<file path="config.mk">
export PLATFORM = sky130hd
export DESIGN_NAME = lfcd_top
export DESIGN_NICKNAME = d
export VERILOG_FILES = /design/src/include/lfcd_pkg.sv /design/src/hdl/lfcd_top.sv
export SDC_FILE = /design/constraint.sdc
export NUM_CORES = 1
export LEC_CHECK = 0
export ABC_AREA = 0
export BUFFER_PORTS_ARGS = -buffer_cell sky130_fd_sc_hd__buf_4
export CAP_MARGIN = 20
export CELL_PAD_IN_SITES_DETAIL_PLACEMENT = 2
export CELL_PAD_IN_SITES_GLOBAL_PLACEMENT = 2
export CORE_MARGIN = 5
export CORE_UTILIZATION = 38
export CTS_BUF_LIST = sky130_fd_sc_hd__clkbuf_2 sky130_fd_sc_hd__clkbuf_4 sky130_fd_sc_hd__clkbuf_8
export CTS_CLUSTER_DIAMETER = 50
export DETAILED_ROUTE_END_ITERATION = 8
export GPL_TIMING_DRIVEN = 0
export PLACE_DENSITY = 0.86
export REMOVE_ABC_BUFFERS = 1
export SLEW_MARGIN = 20
export SYNTH_ARGS = -nofsm -noshare
export SYNTH_HDL_FRONTEND = slang
export SYNTH_SLANG_ARGS = --single-unit
export TNS_END_PERCENT = 50
</file>
<file path="constraint.sdc">
create_clock -name pclk -period 4.8 [get_ports pclk]
set_input_delay 0.48 -clock pclk [delete_from_list [all_inputs] [get_ports pclk]]
set_output_delay 0.48 -clock pclk [all_outputs]
set_load 0.05 [all_outputs]
</file>
<file path="src/include/lfcd_pkg.sv">
// constants and carriers for the loop filter coefficient decoder
// assumes apb with 32-bit data and word-aligned byte addresses
package lfcd_pkg;

  // register byte offsets
  localparam logic [7:0] ALPHA_OFF = 8'h00;
  localparam logic [7:0] BETA_OFF = 8'h04;
  localparam logic [7:0] GAMMA_OFF = 8'h08;
  localparam logic [7:0] DELTA_OFF = 8'h0c;
  localparam logic [7:0] STATUS_OFF = 8'h10;

  // field widths
  localparam int ALPHA_MANT_W = 16;
  localparam int ALPHA_SHIFT_W = 6;
  localparam int ALPHA_FRONT_W = 3;
  localparam int ALPHA_BACK_W = 4;
  localparam int BG_MANT_W = 17;
  localparam int DELTA_MANT_W = 15;
  localparam int EXP_SHIFT_W = 5;

  // field positions (low bit of each field within its word)
  localparam int ALPHA_MANT_POS = 0;
  localparam int ALPHA_SHIFT_POS = 16;
  localparam int ALPHA_FRONT_POS = 22;
  localparam int ALPHA_BACK_POS = 25;
  localparam int BG_MANT_POS = 0;
  localparam int BG_SHIFT_POS = 17;
  localparam int DELTA_MANT_POS = 0;
  localparam int DELTA_SHIFT_POS = 15;

  // base exponents and shift limits
  localparam int ALPHA_BASE_EXP = 16;
  localparam int BG_BASE_EXP = 17;
  localparam int DELTA_BASE_EXP = 15;
  localparam int ALPHA_SHIFT_MAX = 63;
  localparam int EXP_SHIFT_MAX = 31;
  localparam int ALPHA_GAIN_MAX = 22;

  // fractional bits so that the smallest scale is exact
  localparam int ALPHA_FRAC = ALPHA_BASE_EXP + ALPHA_SHIFT_MAX;
  localparam int BG_FRAC = BG_BASE_EXP + EXP_SHIFT_MAX;
  localparam int DELTA_FRAC = DELTA_BASE_EXP + EXP_SHIFT_MAX;
  localparam int ALPHA_OUT_W = ALPHA_FRAC + ALPHA_GAIN_MAX;
  localparam int BG_OUT_W = BG_FRAC + 1;
  localparam int DELTA_OUT_W = DELTA_FRAC;

  typedef struct packed {
    logic [ALPHA_BACK_W-1:0] back;
    logic [ALPHA_FRONT_W-1:0] front;
    logic [ALPHA_SHIFT_W-1:0] shift;
    logic [ALPHA_MANT_W-1:0] mant;
  } lfcd_alpha_s;

  typedef struct packed {
    logic [EXP_SHIFT_W-1:0] shift;
    logic [BG_MANT_W-1:0] mant;
  } lfcd_bg_s;

  typedef struct packed {
    logic [EXP_SHIFT_W-1:0] shift;
    logic [DELTA_MANT_W-1:0] mant;
  } lfcd_delta_s;

  // reset values
  localparam lfcd_alpha_s ALPHA_RST = '0;
  localparam lfcd_bg_s BG_RST = '0;
  localparam lfcd_delta_s DELTA_RST = '0;

endpackage : lfcd_pkg

</file>
<file path="src/hdl/lfcd_top.sv">
// loop filter coefficient decoder with apb register access
// assumes one clock pclk and an apb master obeying the usual protocol
//
// Notes on behaviour
// - alpha = mantissa * 2^(-16 - shift + front gain + back gain)
// - shift moves point left; front gain before, back gain after path
// - beta, gamma stored positive; decoder outputs them negated
// - beta, gamma magnitude = mantissa * 2^-(17+shift), mantissa 1..131071
// - delta = mantissa * 2^-(15+shift), mantissa 1..32767, shift 0..31
//
// Implementation choices: the APB slave port and the register addresses.
`timescale 1ns/1ns
module lfcd_top (
  input wire logic pclk,
  input wire logic presetn,
  input wire logic psel,
  input wire logic penable,
  input wire logic pwrite,
  input wire logic [7:0] paddr,
  input wire logic [31:0] pwdata,
  output logic [31:0] prdata,
  output logic pready,
  output logic pslverr,
  output logic [lfcd_pkg::ALPHA_OUT_W-1:0] alpha_coef,
  output logic signed [lfcd_pkg::BG_OUT_W-1:0] beta_coef,
  output logic signed [lfcd_pkg::BG_OUT_W-1:0] gamma_coef,
  output logic [lfcd_pkg::DELTA_OUT_W-1:0] delta_coef,
  output logic [3:0] mant_zero
);

  lfcd_pkg::lfcd_alpha_s alpha_r, alpha_nxt;
  lfcd_pkg::lfcd_bg_s beta_r, beta_nxt, gamma_r, gamma_nxt;
  lfcd_pkg::lfcd_delta_s delta_r, delta_nxt;
  logic [31:0] prdata_r, prdata_nxt;
  logic pready_r, pready_nxt;
  logic pslverr_r, pslverr_nxt;
  logic [lfcd_pkg::ALPHA_OUT_W-1:0] alpha_out_r, alpha_out_nxt;
  logic signed [lfcd_pkg::BG_OUT_W-1:0] beta_out_r, beta_out_nxt;
  logic signed [lfcd_pkg::BG_OUT_W-1:0] gamma_out_r, gamma_out_nxt;
  logic [lfcd_pkg::DELTA_OUT_W-1:0] delta_out_r, delta_out_nxt;
  logic [3:0] zero_r, zero_nxt;
  logic setup, done, hit;
  logic [7:0] alpha_amt;
  logic [4:0] beta_amt, gamma_amt, delta_amt;
  logic [lfcd_pkg::BG_FRAC-1:0] beta_mag, gamma_mag;
  logic [lfcd_pkg::ALPHA_OUT_W-1:0] alpha_wide;
  logic [lfcd_pkg::DELTA_OUT_W-1:0] delta_wide;

  assign setup = psel & ~penable;
  assign done = psel & penable & pready_r;
  assign hit = (paddr == lfcd_pkg::ALPHA_OFF) |
               (paddr == lfcd_pkg::BETA_OFF) |
               (paddr == lfcd_pkg::GAMMA_OFF) |
               (paddr == lfcd_pkg::DELTA_OFF) |
               (paddr == lfcd_pkg::STATUS_OFF);

  // apb slave: answer in the first access cycle
  always_comb begin
    pready_nxt = setup;
    pslverr_nxt = setup & ~hit;
    prdata_nxt = prdata_r;
    if (setup) begin
      prdata_nxt = 32'h0000_0000;
      unique case (paddr)
        lfcd_pkg::ALPHA_OFF: prdata_nxt = 32'(alpha_r);
        lfcd_pkg::BETA_OFF: prdata_nxt = 32'(beta_r);
        lfcd_pkg::GAMMA_OFF: prdata_nxt = 32'(gamma_r);
        lfcd_pkg::DELTA_OFF: prdata_nxt = 32'(delta_r);
        lfcd_pkg::STATUS_OFF: prdata_nxt = {28'h0000000, zero_r};
        default: prdata_nxt = 32'h0000_0000;
      endcase
    end
  end

  // coefficient field storage
  always_comb begin
    alpha_nxt = alpha_r;
    beta_nxt = beta_r;
    gamma_nxt = gamma_r;
    delta_nxt = delta_r;
    if (done && pwrite) begin
      unique case (paddr)
        lfcd_pkg::ALPHA_OFF: begin
          alpha_nxt.mant = pwdata[lfcd_pkg::ALPHA_MANT_POS +:
                                  lfcd_pkg::ALPHA_MANT_W];
          alpha_nxt.shift = pwdata[lfcd_pkg::ALPHA_SHIFT_POS +:
                                   lfcd_pkg::ALPHA_SHIFT_W];
          alpha_nxt.front = pwdata[lfcd_pkg::ALPHA_FRONT_POS +:
                                   lfcd_pkg::ALPHA_FRONT_W];
          alpha_nxt.back = pwdata[lfcd_pkg::ALPHA_BACK_POS +:
                                  lfcd_pkg::ALPHA_BACK_W];
        end
        lfcd_pkg::BETA_OFF: begin
          beta_nxt.mant = pwdata[lfcd_pkg::BG_MANT_POS +:
                                 lfcd_pkg::BG_MANT_W];
          beta_nxt.shift = pwdata[lfcd_pkg::BG_SHIFT_POS +:
                                  lfcd_pkg::EXP_SHIFT_W];
        end
        lfcd_pkg::GAMMA_OFF: begin
          gamma_nxt.mant = pwdata[lfcd_pkg::BG_MANT_POS +:
                                  lfcd_pkg::BG_MANT_W];
          gamma_nxt.shift = pwdata[lfcd_pkg::BG_SHIFT_POS +:
                                   lfcd_pkg::EXP_SHIFT_W];
        end
        lfcd_pkg::DELTA_OFF: begin
          delta_nxt.mant = pwdata[lfcd_pkg::DELTA_MANT_POS +:
                                  lfcd_pkg::DELTA_MANT_W];
          delta_nxt.shift = pwdata[lfcd_pkg::DELTA_SHIFT_POS +:
                                   lfcd_pkg::EXP_SHIFT_W];
        end
        default: ;
      endcase
    end
  end

  // shift amounts: exponent seen as left shift from the finest step
  assign alpha_amt = 8'(lfcd_pkg::ALPHA_SHIFT_MAX) - {2'b00, alpha_r.shift} +
                     {5'b00000, alpha_r.front} +
                     {4'h0, alpha_r.back};
  assign beta_amt = 5'(lfcd_pkg::EXP_SHIFT_MAX) - beta_r.shift;
  assign gamma_amt = 5'(lfcd_pkg::EXP_SHIFT_MAX) - gamma_r.shift;
  assign delta_amt = 5'(lfcd_pkg::EXP_SHIFT_MAX) - delta_r.shift;

  // barrel shifters: mantissa moved up from the finest step
  lfcd_shl #(
    .MANT_W(lfcd_pkg::ALPHA_MANT_W),
    .AMT_W(8),
    .OUT_W(lfcd_pkg::ALPHA_OUT_W)
  ) i_lfcd_shl_alpha (
    .mant(alpha_r.mant),
    .amt(alpha_amt),
    .shifted(alpha_wide)
  );

  lfcd_shl #(
    .MANT_W(lfcd_pkg::BG_MANT_W),
    .AMT_W(lfcd_pkg::EXP_SHIFT_W),
    .OUT_W(lfcd_pkg::BG_FRAC)
  ) i_lfcd_shl_beta (
    .mant(beta_r.mant),
    .amt(beta_amt),
    .shifted(beta_mag)
  );

  lfcd_shl #(
    .MANT_W(lfcd_pkg::BG_MANT_W),
    .AMT_W(lfcd_pkg::EXP_SHIFT_W),
    .OUT_W(lfcd_pkg::BG_FRAC)
  ) i_lfcd_shl_gamma (
    .mant(gamma_r.mant),
    .amt(gamma_amt),
    .shifted(gamma_mag)
  );

  lfcd_shl #(
    .MANT_W(lfcd_pkg::DELTA_MANT_W),
    .AMT_W(lfcd_pkg::EXP_SHIFT_W),
    .OUT_W(lfcd_pkg::DELTA_OUT_W)
  ) i_lfcd_shl_delta (
    .mant(delta_r.mant),
    .amt(delta_amt),
    .shifted(delta_wide)
  );

  // decode: values are fixed point with the named fraction widths
  always_comb begin
    alpha_out_nxt = alpha_wide;
    beta_out_nxt = -$signed({1'b0, beta_mag});
    gamma_out_nxt = -$signed({1'b0, gamma_mag});
    delta_out_nxt = delta_wide;
    // zero mantissa lies outside the allowed range
    zero_nxt = {delta_r.mant == '0, gamma_r.mant == '0,
                beta_r.mant == '0, alpha_r.mant == '0};
  end

  always_ff @(posedge pclk or negedge presetn) begin
    if (!presetn) begin
      alpha_r <= lfcd_pkg::ALPHA_RST;
      beta_r <= lfcd_pkg::BG_RST;
      gamma_r <= lfcd_pkg::BG_RST;
      delta_r <= lfcd_pkg::DELTA_RST;
      prdata_r <= 32'h0000_0000;
      pready_r <= 1'b0;
      pslverr_r <= 1'b0;
      alpha_out_r <= '0;
      beta_out_r <= '0;
      gamma_out_r <= '0;
      delta_out_r <= '0;
      zero_r <= 4'hf;
    end else begin
      alpha_r <= alpha_nxt;
      beta_r <= beta_nxt;
      gamma_r <= gamma_nxt;
      delta_r <= delta_nxt;
      prdata_r <= prdata_nxt;
      pready_r <= pready_nxt;
      pslverr_r <= pslverr_nxt;
      alpha_out_r <= alpha_out_nxt;
      beta_out_r <= beta_out_nxt;
      gamma_out_r <= gamma_out_nxt;
      delta_out_r <= delta_out_nxt;
      zero_r <= zero_nxt;
    end
  end

  assign prdata = prdata_r;
  assign pready = pready_r;
  assign pslverr = pslverr_r;
  assign alpha_coef = alpha_out_r;
  assign beta_coef = beta_out_r;
  assign gamma_coef = gamma_out_r;
  assign delta_coef = delta_out_r;
  assign mant_zero = zero_r;

endmodule : lfcd_top

// barrel shift of a mantissa into a wider fixed-point word
module lfcd_shl #(
  parameter int MANT_W = 16,
  parameter int AMT_W = 8,
  parameter int OUT_W = 101
) (
  input wire logic [MANT_W-1:0] mant,
  input wire logic [AMT_W-1:0] amt,
  output logic [OUT_W-1:0] shifted
);

  logic [OUT_W-1:0] wide;

  assign wide = {{(OUT_W-MANT_W){1'b0}}, mant};
  assign shifted = wide << amt;

endmodule : lfcd_shl

</file>
==> results.json, run 1 <==
{
  "slew_headroom_pct": 21.79,
  "start_util_pct": 38.16,
  "cp-end-kind": "register",
  "netlist_area_mm2": 0.02041,
  "p_per_area_mw_per_mm2": 272.4,
  "worstMarginPinSlew_ns": 1.173,
  "rsz0062_at_grt": "no",
  "overflow": 0,
  "min_period_over_period_pct": 95.91,
  "drc": 0,
  "fmax_mhz": 217.2,
  "dp_cells": 2842,
  "final_antenna_net_count": 0,
  "synth_edf_count": 0,
  "critPathLaunchType": "register",
  "grt_pass1_wl_mm": 126.2,
  "synthAdderAreaFrac_pct": 0.8214,
  "vias": 17782,
  "place_congestion": 0.9023,
  "layout.cells.non_filler": 2980,
  "yosys_register_bits": 373,
  "maxCapViolations": 0,
  "critPathArrivalTime_ns": 5.13,
  "ys_seq_area_share_pct": 45.75,
  "synthCells": 1942,
  "dp_hpwl_mm": 59.07,
  "finalHoldViolations": 0,
  "num_rows": 85,
  "finalPower_mw": 6.842,
  "hold_class": "in -> reg",
  "yosys.area_share.simple_pct": 15.82,
  "grt_max_degree": 100,
  "h-tree-depth": 3,
  "synthXorXnorAreaFrac_pct": 2.912,
  "synth_top_family_by_area": "multiplexers",
  "insertion_delay_ns": 0.66,
  "synth_cell_types": 106,
  "yosys_warnings": 0,
  "die_w_um": 241.8,
  "skew_ns": 0.03253,
  "nets": 2280,
  "ctsLongestPathBuffers": 3,
  "clkTransAtPathRegs_ns": 0.06,
  "fp.dieH_um": 241.8,
  "drt-pass1-iter-count": 7,
  "avgRoutedWirePerCell_um": 27.89,
  "synth-async-reset-ratio_pct": 100.0,
  "status": "finished clean",
  "layout-drive-gt1-share_pct": 32.23,
  "drt_iter0_markers": 1282,
  "min_period_ns": 4.603,
  "track_usage_pct": 27.34,
  "synthFlopType": "dfrtp_1",
  "setup_viol": 0,
  "cts_inserted_buffers": 68,
  "syn_avg_cell_area_um2": 10.51,
  "grt_pass1_vias": 19744,
  "synth_compound_area_share_pct": 12.01,
  "critPathKind": "reg -> reg",
  "path_max_fanout": 65,
  "cts_tree": "yes",
  "synth_mux_area_share_pct": 19.18,
  "slew_viol_final": 0,
  "fillers": 5453,
  "irDropWorstVdd_mv": 0.1662,
  "design.die.area_mm2": 0.05845,
  "via_per_inst": 5.967,
  "core_area_mm2": 0.05350,
  "ctsRootBufferMaster": "clkbuf_8",
  "synthToLayoutAreaGrowth_pct": 23.03,
  "critPathRequiredTime_ns": 5.33,
  "top_level_ports": 328,
  "wirelength_mm": 83.13,
  "cts.sinks": 373,
  "total_leakage_power_nw": 11.82,
  "place.port_buffers": 321,
  "antenna_found_initial": 10
}
flip-flops by register name, indices dropped and copies added, names as in the netlist:
| register | count |
|---|---|
| pslverr | 1 |
| delta_coef | 46 |
| alpha_r | 29 |
| beta_r | 22 |
| beta_coef | 49 |
| gamma_r | 22 |
| mant_zero | 4 |
| prdata | 29 |
| gamma_coef | 49 |
| delta_r | 20 |
| alpha_coef | 101 |
| pready | 1 |
cell type report:
class | count | area (um^2) | area share, %
Multi-Input combinational cell | 1406 | 10440 | 41.56
Antenna cell | 10 | 25.02 | 0.09965
Timing Repair Buffer | 348 | 2872 | 11.43
Tap cell | 696 | 870.8 | 3.468
Inverter | 25 | 103.9 | 0.4135
Timing Repair inverter | 2 | 10.01 | 0.03986
Clock buffer | 107 | 1304 | 5.192
Sequential cell | 373 | 9358 | 37.26
Clock inverter | 13 | 132.6 | 0.5281
metal layers:
layer	vias to the layer above	global-route usage, %	wire length (um)
met2	602	47.18	41920
li1	7625	-	-
met5	-	0	48
met4	8	10.42	2914
met1	9366	33.50	33060
met3	181	6.327	5180
what timing repair did:
action | CTS | global route
pin swaps | 1 | 0
hold buffers | 1 | 0
setup buffers | 5 | 0
hold endpoints to repair | 43 | 0
endpoints found under the setup margin | 21 | 45
gates cloned | 0 | 2
resized for setup | 2 | 6
cell usage in the layout (no fill, tap or decap), drive strengths merged, types with 7 or more instances in the layout:
cell / instances
and2: 31
a21oi: 62
nor3: 61
nand2b: 17
nand4b: 8
a22o: 10
o211ai: 13
nand2: 194
a211oi: 19
o22ai: 43
inv: 24
nor2b: 19
clkbuf: 107
a22oi: 16
nand3: 33
buf: 347
dfrtp: 369
a32oi: 11
a31oi: 20
nor4: 17
xor2: 25
o21a: 9
clkinvlp: 10
o21ai: 89
diode: 10
ha: 7
or2: 9
and3: 15
mux4: 59
mux2: 150
nand4: 13
or3: 10
or4: 8
mux2i: 87
xnor2: 42
a21o: 7
nor2: 208
final timing paths:
kind,from,endpoint,slack (ns),cells after the start
worst max-delay path,gamma_r[18]$_DFFE_PN0P_,gamma_coef[35]$_DFF_PN0_,0.20,9
worst min-delay path,pwdata[20],alpha_r[20]$_DFFE_PN0P_,0.07,3
worst max register to register,gamma_r[18]$_DFFE_PN0P_,gamma_coef[35]$_DFF_PN0_,0.20,9
worst min register to register,prdata[24]$_DFFE_PN0P_,prdata[24]$_DFFE_PN0P_,0.48,2
max in group asynchronous,presetn,gamma_r[20]$_DFFE_PN0P_,3.22,4
min in group asynchronous,presetn,delta_coef[27]$_DFF_PN0_,0.27,2
power by group:
part           internal (mW)  switching, mW  total (mW)
clock                   1.80           1.43        3.23
sequential              3.18         0.0233        3.20
combinational          0.126          0.286       0.411
logic make-up after synthesis:
| group | Yosys count |
|---|---|
| flops | 373 |
| xor+xnor | 67 |
| simple gates | 668 |
| other cells | 1 |
| fa+ha+maj | 11 |
| mux | 296 |
| buf+inv | 165 |
| compound gates | 361 |
synthesized netlist by cell type, types with 41 or more instances:
cell type,instances,area [um^2]
a21oi_1,61,305.3
nand2_1,193,724.4
xnor2_1,41,359.1
mux2_2,134,1509
o21ai_0,84,420.4
clkbuf_1,100,375.4
mux4_2,58,1306
nor3_1,61,305.3
nor2_1,205,769.5
o22ai_1,43,269.0
mux2i_1,86,860.8
dfrtp_1,369,9234
worst max-delay path, stage by stage (launching register included):
cell,delay (ns)
dfrtp_4,0.45
buf_16,0.28
mux4_2,0.54
mux2_2,0.32
a32oi_1,0.70
nand4_1,0.38
o41ai_4,0.63
nand2_1,0.38
nor4_1,0.45
mux2i_1,0.31
metrics by stage:
| step | area, um^2 | hold WS, ns | util [%] | setup TNS (ns) | setup WS (ns) |
|---|---|---|---|---|---|
| 2_1_floorplan | 19800 | 0.1844 | - | 0 | 0.03311 |
| 3_3_place_gp | 23080 | 0.4663 | 43.15 | -252.88 | -1.889 |
| 3_5_place_dp | 23560 | 0.3475 | 44.04 | -6.143 | -0.5511 |
| 4_1_cts | 25040 | 0.02789 | 46.82 | 0 | 0.09101 |
| 5_1_grt | 25100 | 0.04968 | 46.92 | 0 | 0.01127 |
| 6_report | 25110 | 0.06946 | 46.94 | 0 | 0.1965 |
(Power assumes the default switching activity.)
==> run 2: changes to the inputs <==
--- a/config.mk
+++ b/config.mk
@@ -18,7 +18,7 @@
 export GPL_TIMING_DRIVEN = 0
 export PLACE_DENSITY = 0.86
 export REMOVE_ABC_BUFFERS = 1
-export SLEW_MARGIN = 20
+export SLEW_MARGIN = 15
 export SYNTH_ARGS = -nofsm -noshare
 export SYNTH_HDL_FRONTEND = slang
 export SYNTH_SLANG_ARGS = --single-unit
==> constraint.sdc (replaced) <==
create_clock -name pclk -period 4.6 [get_ports pclk]
set_input_delay 0.46 -clock pclk [delete_from_list [all_inputs] [get_ports pclk]]
set_output_delay 0.46 -clock pclk [all_outputs]
set_load 0.05 [all_outputs]
==> results.json, run 2 (synthesized netlist as in run 1, its figures left out) <==
{
  "slew_headroom_pct": 18.26,
  "drt-pass1-iter-count": 5,
  "path_cells": "inv_1 > fa_1 > ha_1 > fa_1 > a21o_1 > a21oi_1 > xor2_1 > nand2_2 > o22ai_1",
  "clkTransAtPathRegs_ns": 0.07,
  "layout_commonest_cell": "dfrtp_1",
  "power.clock.fraction_pct": 48.0,
  "p_sw_share_pct": 26.00,
  "cts.sinks": 373,
  "setup_tns_ns": 0,
  "hold_class": "in -> reg",
  "critPathRequiredTime_ns": 5.15,
  "grt_pass1_vias": 19623,
  "ctsLongestPathBuffers": 3,
  "rsz0062_at_grt": "yes",
  "cts_tree": "yes",
  "drc": 0,
  "core_area_mm2": 0.05350,
  "nets": 2284,
  "cts_inserted_buffers": 70,
  "fillers": 5465,
  "total_leakage_power_nw": 11.85,
  "whs_ns": 0.05160,
  "avgRoutedWirePerCell_um": 28.52,
  "antenna_found_initial": 12,
  "top_level_ports": 328,
  "final_antenna_net_count": 0,
  "seqPwrFrac_pct": 46.1,
  "status": "finished clean",
  "irDropWorstVdd_mv": 0.2289,
  "grt_pass1_wl_mm": 127.1,
  "largest_reg_flops": 101,
  "insertion_delay_ns": 0.67,
  "path_max_fanout": 26,
  "comb_power_share_pct": 5.9,
  "fmax_mhz": 225.6,
  "critPathKind": "reg -> reg",
  "critPathMaxStageDelay_ns": 0.93,
  "dp_cells": 2838,
  "cpMostUsedCell": "fa_1",
  "layout.cells.non_filler": 2984,
  "die_w_um": 241.8,
  "place.port_buffers": 321,
  "place_congestion": 0.9023,
  "overflow": 0,
  "p_int_mw": 5.363,
  "slew_viol_final": 0,
  "finalHoldViolations": 0,
  "min_period_ns": 4.433,
  "cp_slowest_cell": "xor2_1",
  "layout-drive-gt1-share_pct": 32.29,
  "design.die.area_mm2": 0.05845,
  "p_switching_mw": 1.884,
  "h-tree-depth": 3,
  "wirelength_mm": 85.10,
  "most-common-layout-cells": "dfrtp_1, buf_4, nor2_1, nand2_1, mux2_2",
  "skew_ns": 0.04763,
  "via_per_inst": 5.984,
  "cp-end-kind": "register",
  "synthToLayoutAreaGrowth_pct": 23.20,
  "vias": 17856,
  "crit_buf_inv": 1,
  "critPathLaunchType": "register",
  "cpLargestDelayFamily": "adder cells",
  "min_period_over_period_pct": 96.38,
  "p_per_area_mw_per_mm2": 288.2,
  "fp.dieH_um": 241.8,
  "dp_hpwl_mm": 58.30,
  "worstMarginPinSlew_ns": 1.226,
  "ctsRootBufferMaster": "clkbuf_8",
  "grt_max_degree": 106,
  "maxCapViolations": 0,
  "drt_iter0_markers": 1325,
  "start_util_pct": 38.16,
  "setup_viol": 0,
  "track_usage_pct": 27.64,
  "critPathArrivalTime_ns": 4.99,
  "num_rows": 85
}
==> run 2: cell count changes in the layout (fill, tap and decap cells not counted), moves of 3 or more <==
cell / previous run / this run
clkbuf_4: 27 / 15
clkinv_2: 4 / 15
buf_16: 8 / 4
dlygate4sd3_1: 1 / 5
inv_6: 0 / 3
==> run 2: area by class of cell <==
| type | count | area, um^2 | share of cell area, % |
|---|---|---|---|
| Clock buffer | 96 | 1227 | 4.881 |
| Timing Repair inverter | 2 | 10.01 | 0.03980 |
| Inverter | 25 | 103.9 | 0.4130 |
| Tap cell | 696 | 870.8 | 3.463 |
| Antenna cell | 9 | 22.52 | 0.08956 |
| Timing Repair Buffer | 350 | 2845 | 11.31 |
| Sequential cell | 373 | 9356 | 37.21 |
| Clock inverter | 27 | 247.7 | 0.9851 |
| Multi-Input combinational cell | 1406 | 10460 | 41.61 |
==> run 2: metal layers <==
layer | share of wire, % | global-route usage, % | wire length, um
met3 | 5.7 | 5.665 | 4819
met1 | 40 | 33.79 | 34060
met2 | 51 | 48.64 | 43200
met5 | 0.060 | 0 | 51
met4 | 3.5 | 9.987 | 2976
==> run 2: power groups by stage <==
stage / sequential [mW] / clock (mW) / combinational [mW]
final: 3.34 / 3.48 / 0.427
after global routing: 3.34 / 3.71 / 0.457
after CTS: 3.34 / 3.55 / 0.429
after detailed placement: 3.40 / 0 / 0.419
after global placement: 3.40 / 0 / 0.388
after floorplan: 3.49 / 0 / 0.104
==> run 2: final timing paths <==
check	startpoint	to	slack [ns]	depth (start not counted)
max in group asynchronous	presetn	gamma_r[20]$_DFFE_PN0P_	2.68	4
min	pwdata[14]	gamma_r[14]$_DFFE_PN0P_	0.05	2
max	alpha_r[17]$_DFFE_PN0P_	alpha_coef[38]$_DFF_PN0_	0.17	9
min reg2reg	prdata[28]$_DFFE_PN0P_	prdata[28]$_DFFE_PN0P_	0.49	2
max reg2reg	alpha_r[17]$_DFFE_PN0P_	alpha_coef[38]$_DFF_PN0_	0.17	9
min in group asynchronous	presetn	delta_coef[13]$_DFF_PN0_	0.37	2
==> run 2: what timing repair did <==
item,CTS,global route
pin swaps,1,0
setup endpoints to repair,38,32
cloned,1,1
hold buffers,5,0
buffers inserted,6,0
hold endpoints to repair,88,0
resized for setup,5,7
==> run 2: stage by stage <==
| step | area, um^2 | util (%) | setup slack (ns) | total power, mW |
|---|---|---|---|---|
| after floorplan | 19800 | - | -0.1669 | 3.592 |
| after global placement | 23080 | 43.15 | -2.069 | 3.788 |
| after detailed placement | 23460 | 43.85 | -0.7946 | 3.818 |
| after CTS | 25060 | 46.84 | -0.01344 | 7.319 |
| after global routing | 25140 | 47.00 | -0.01682 | 7.510 |
| final | 25150 | 47.01 | 0.1667 | 7.246 |
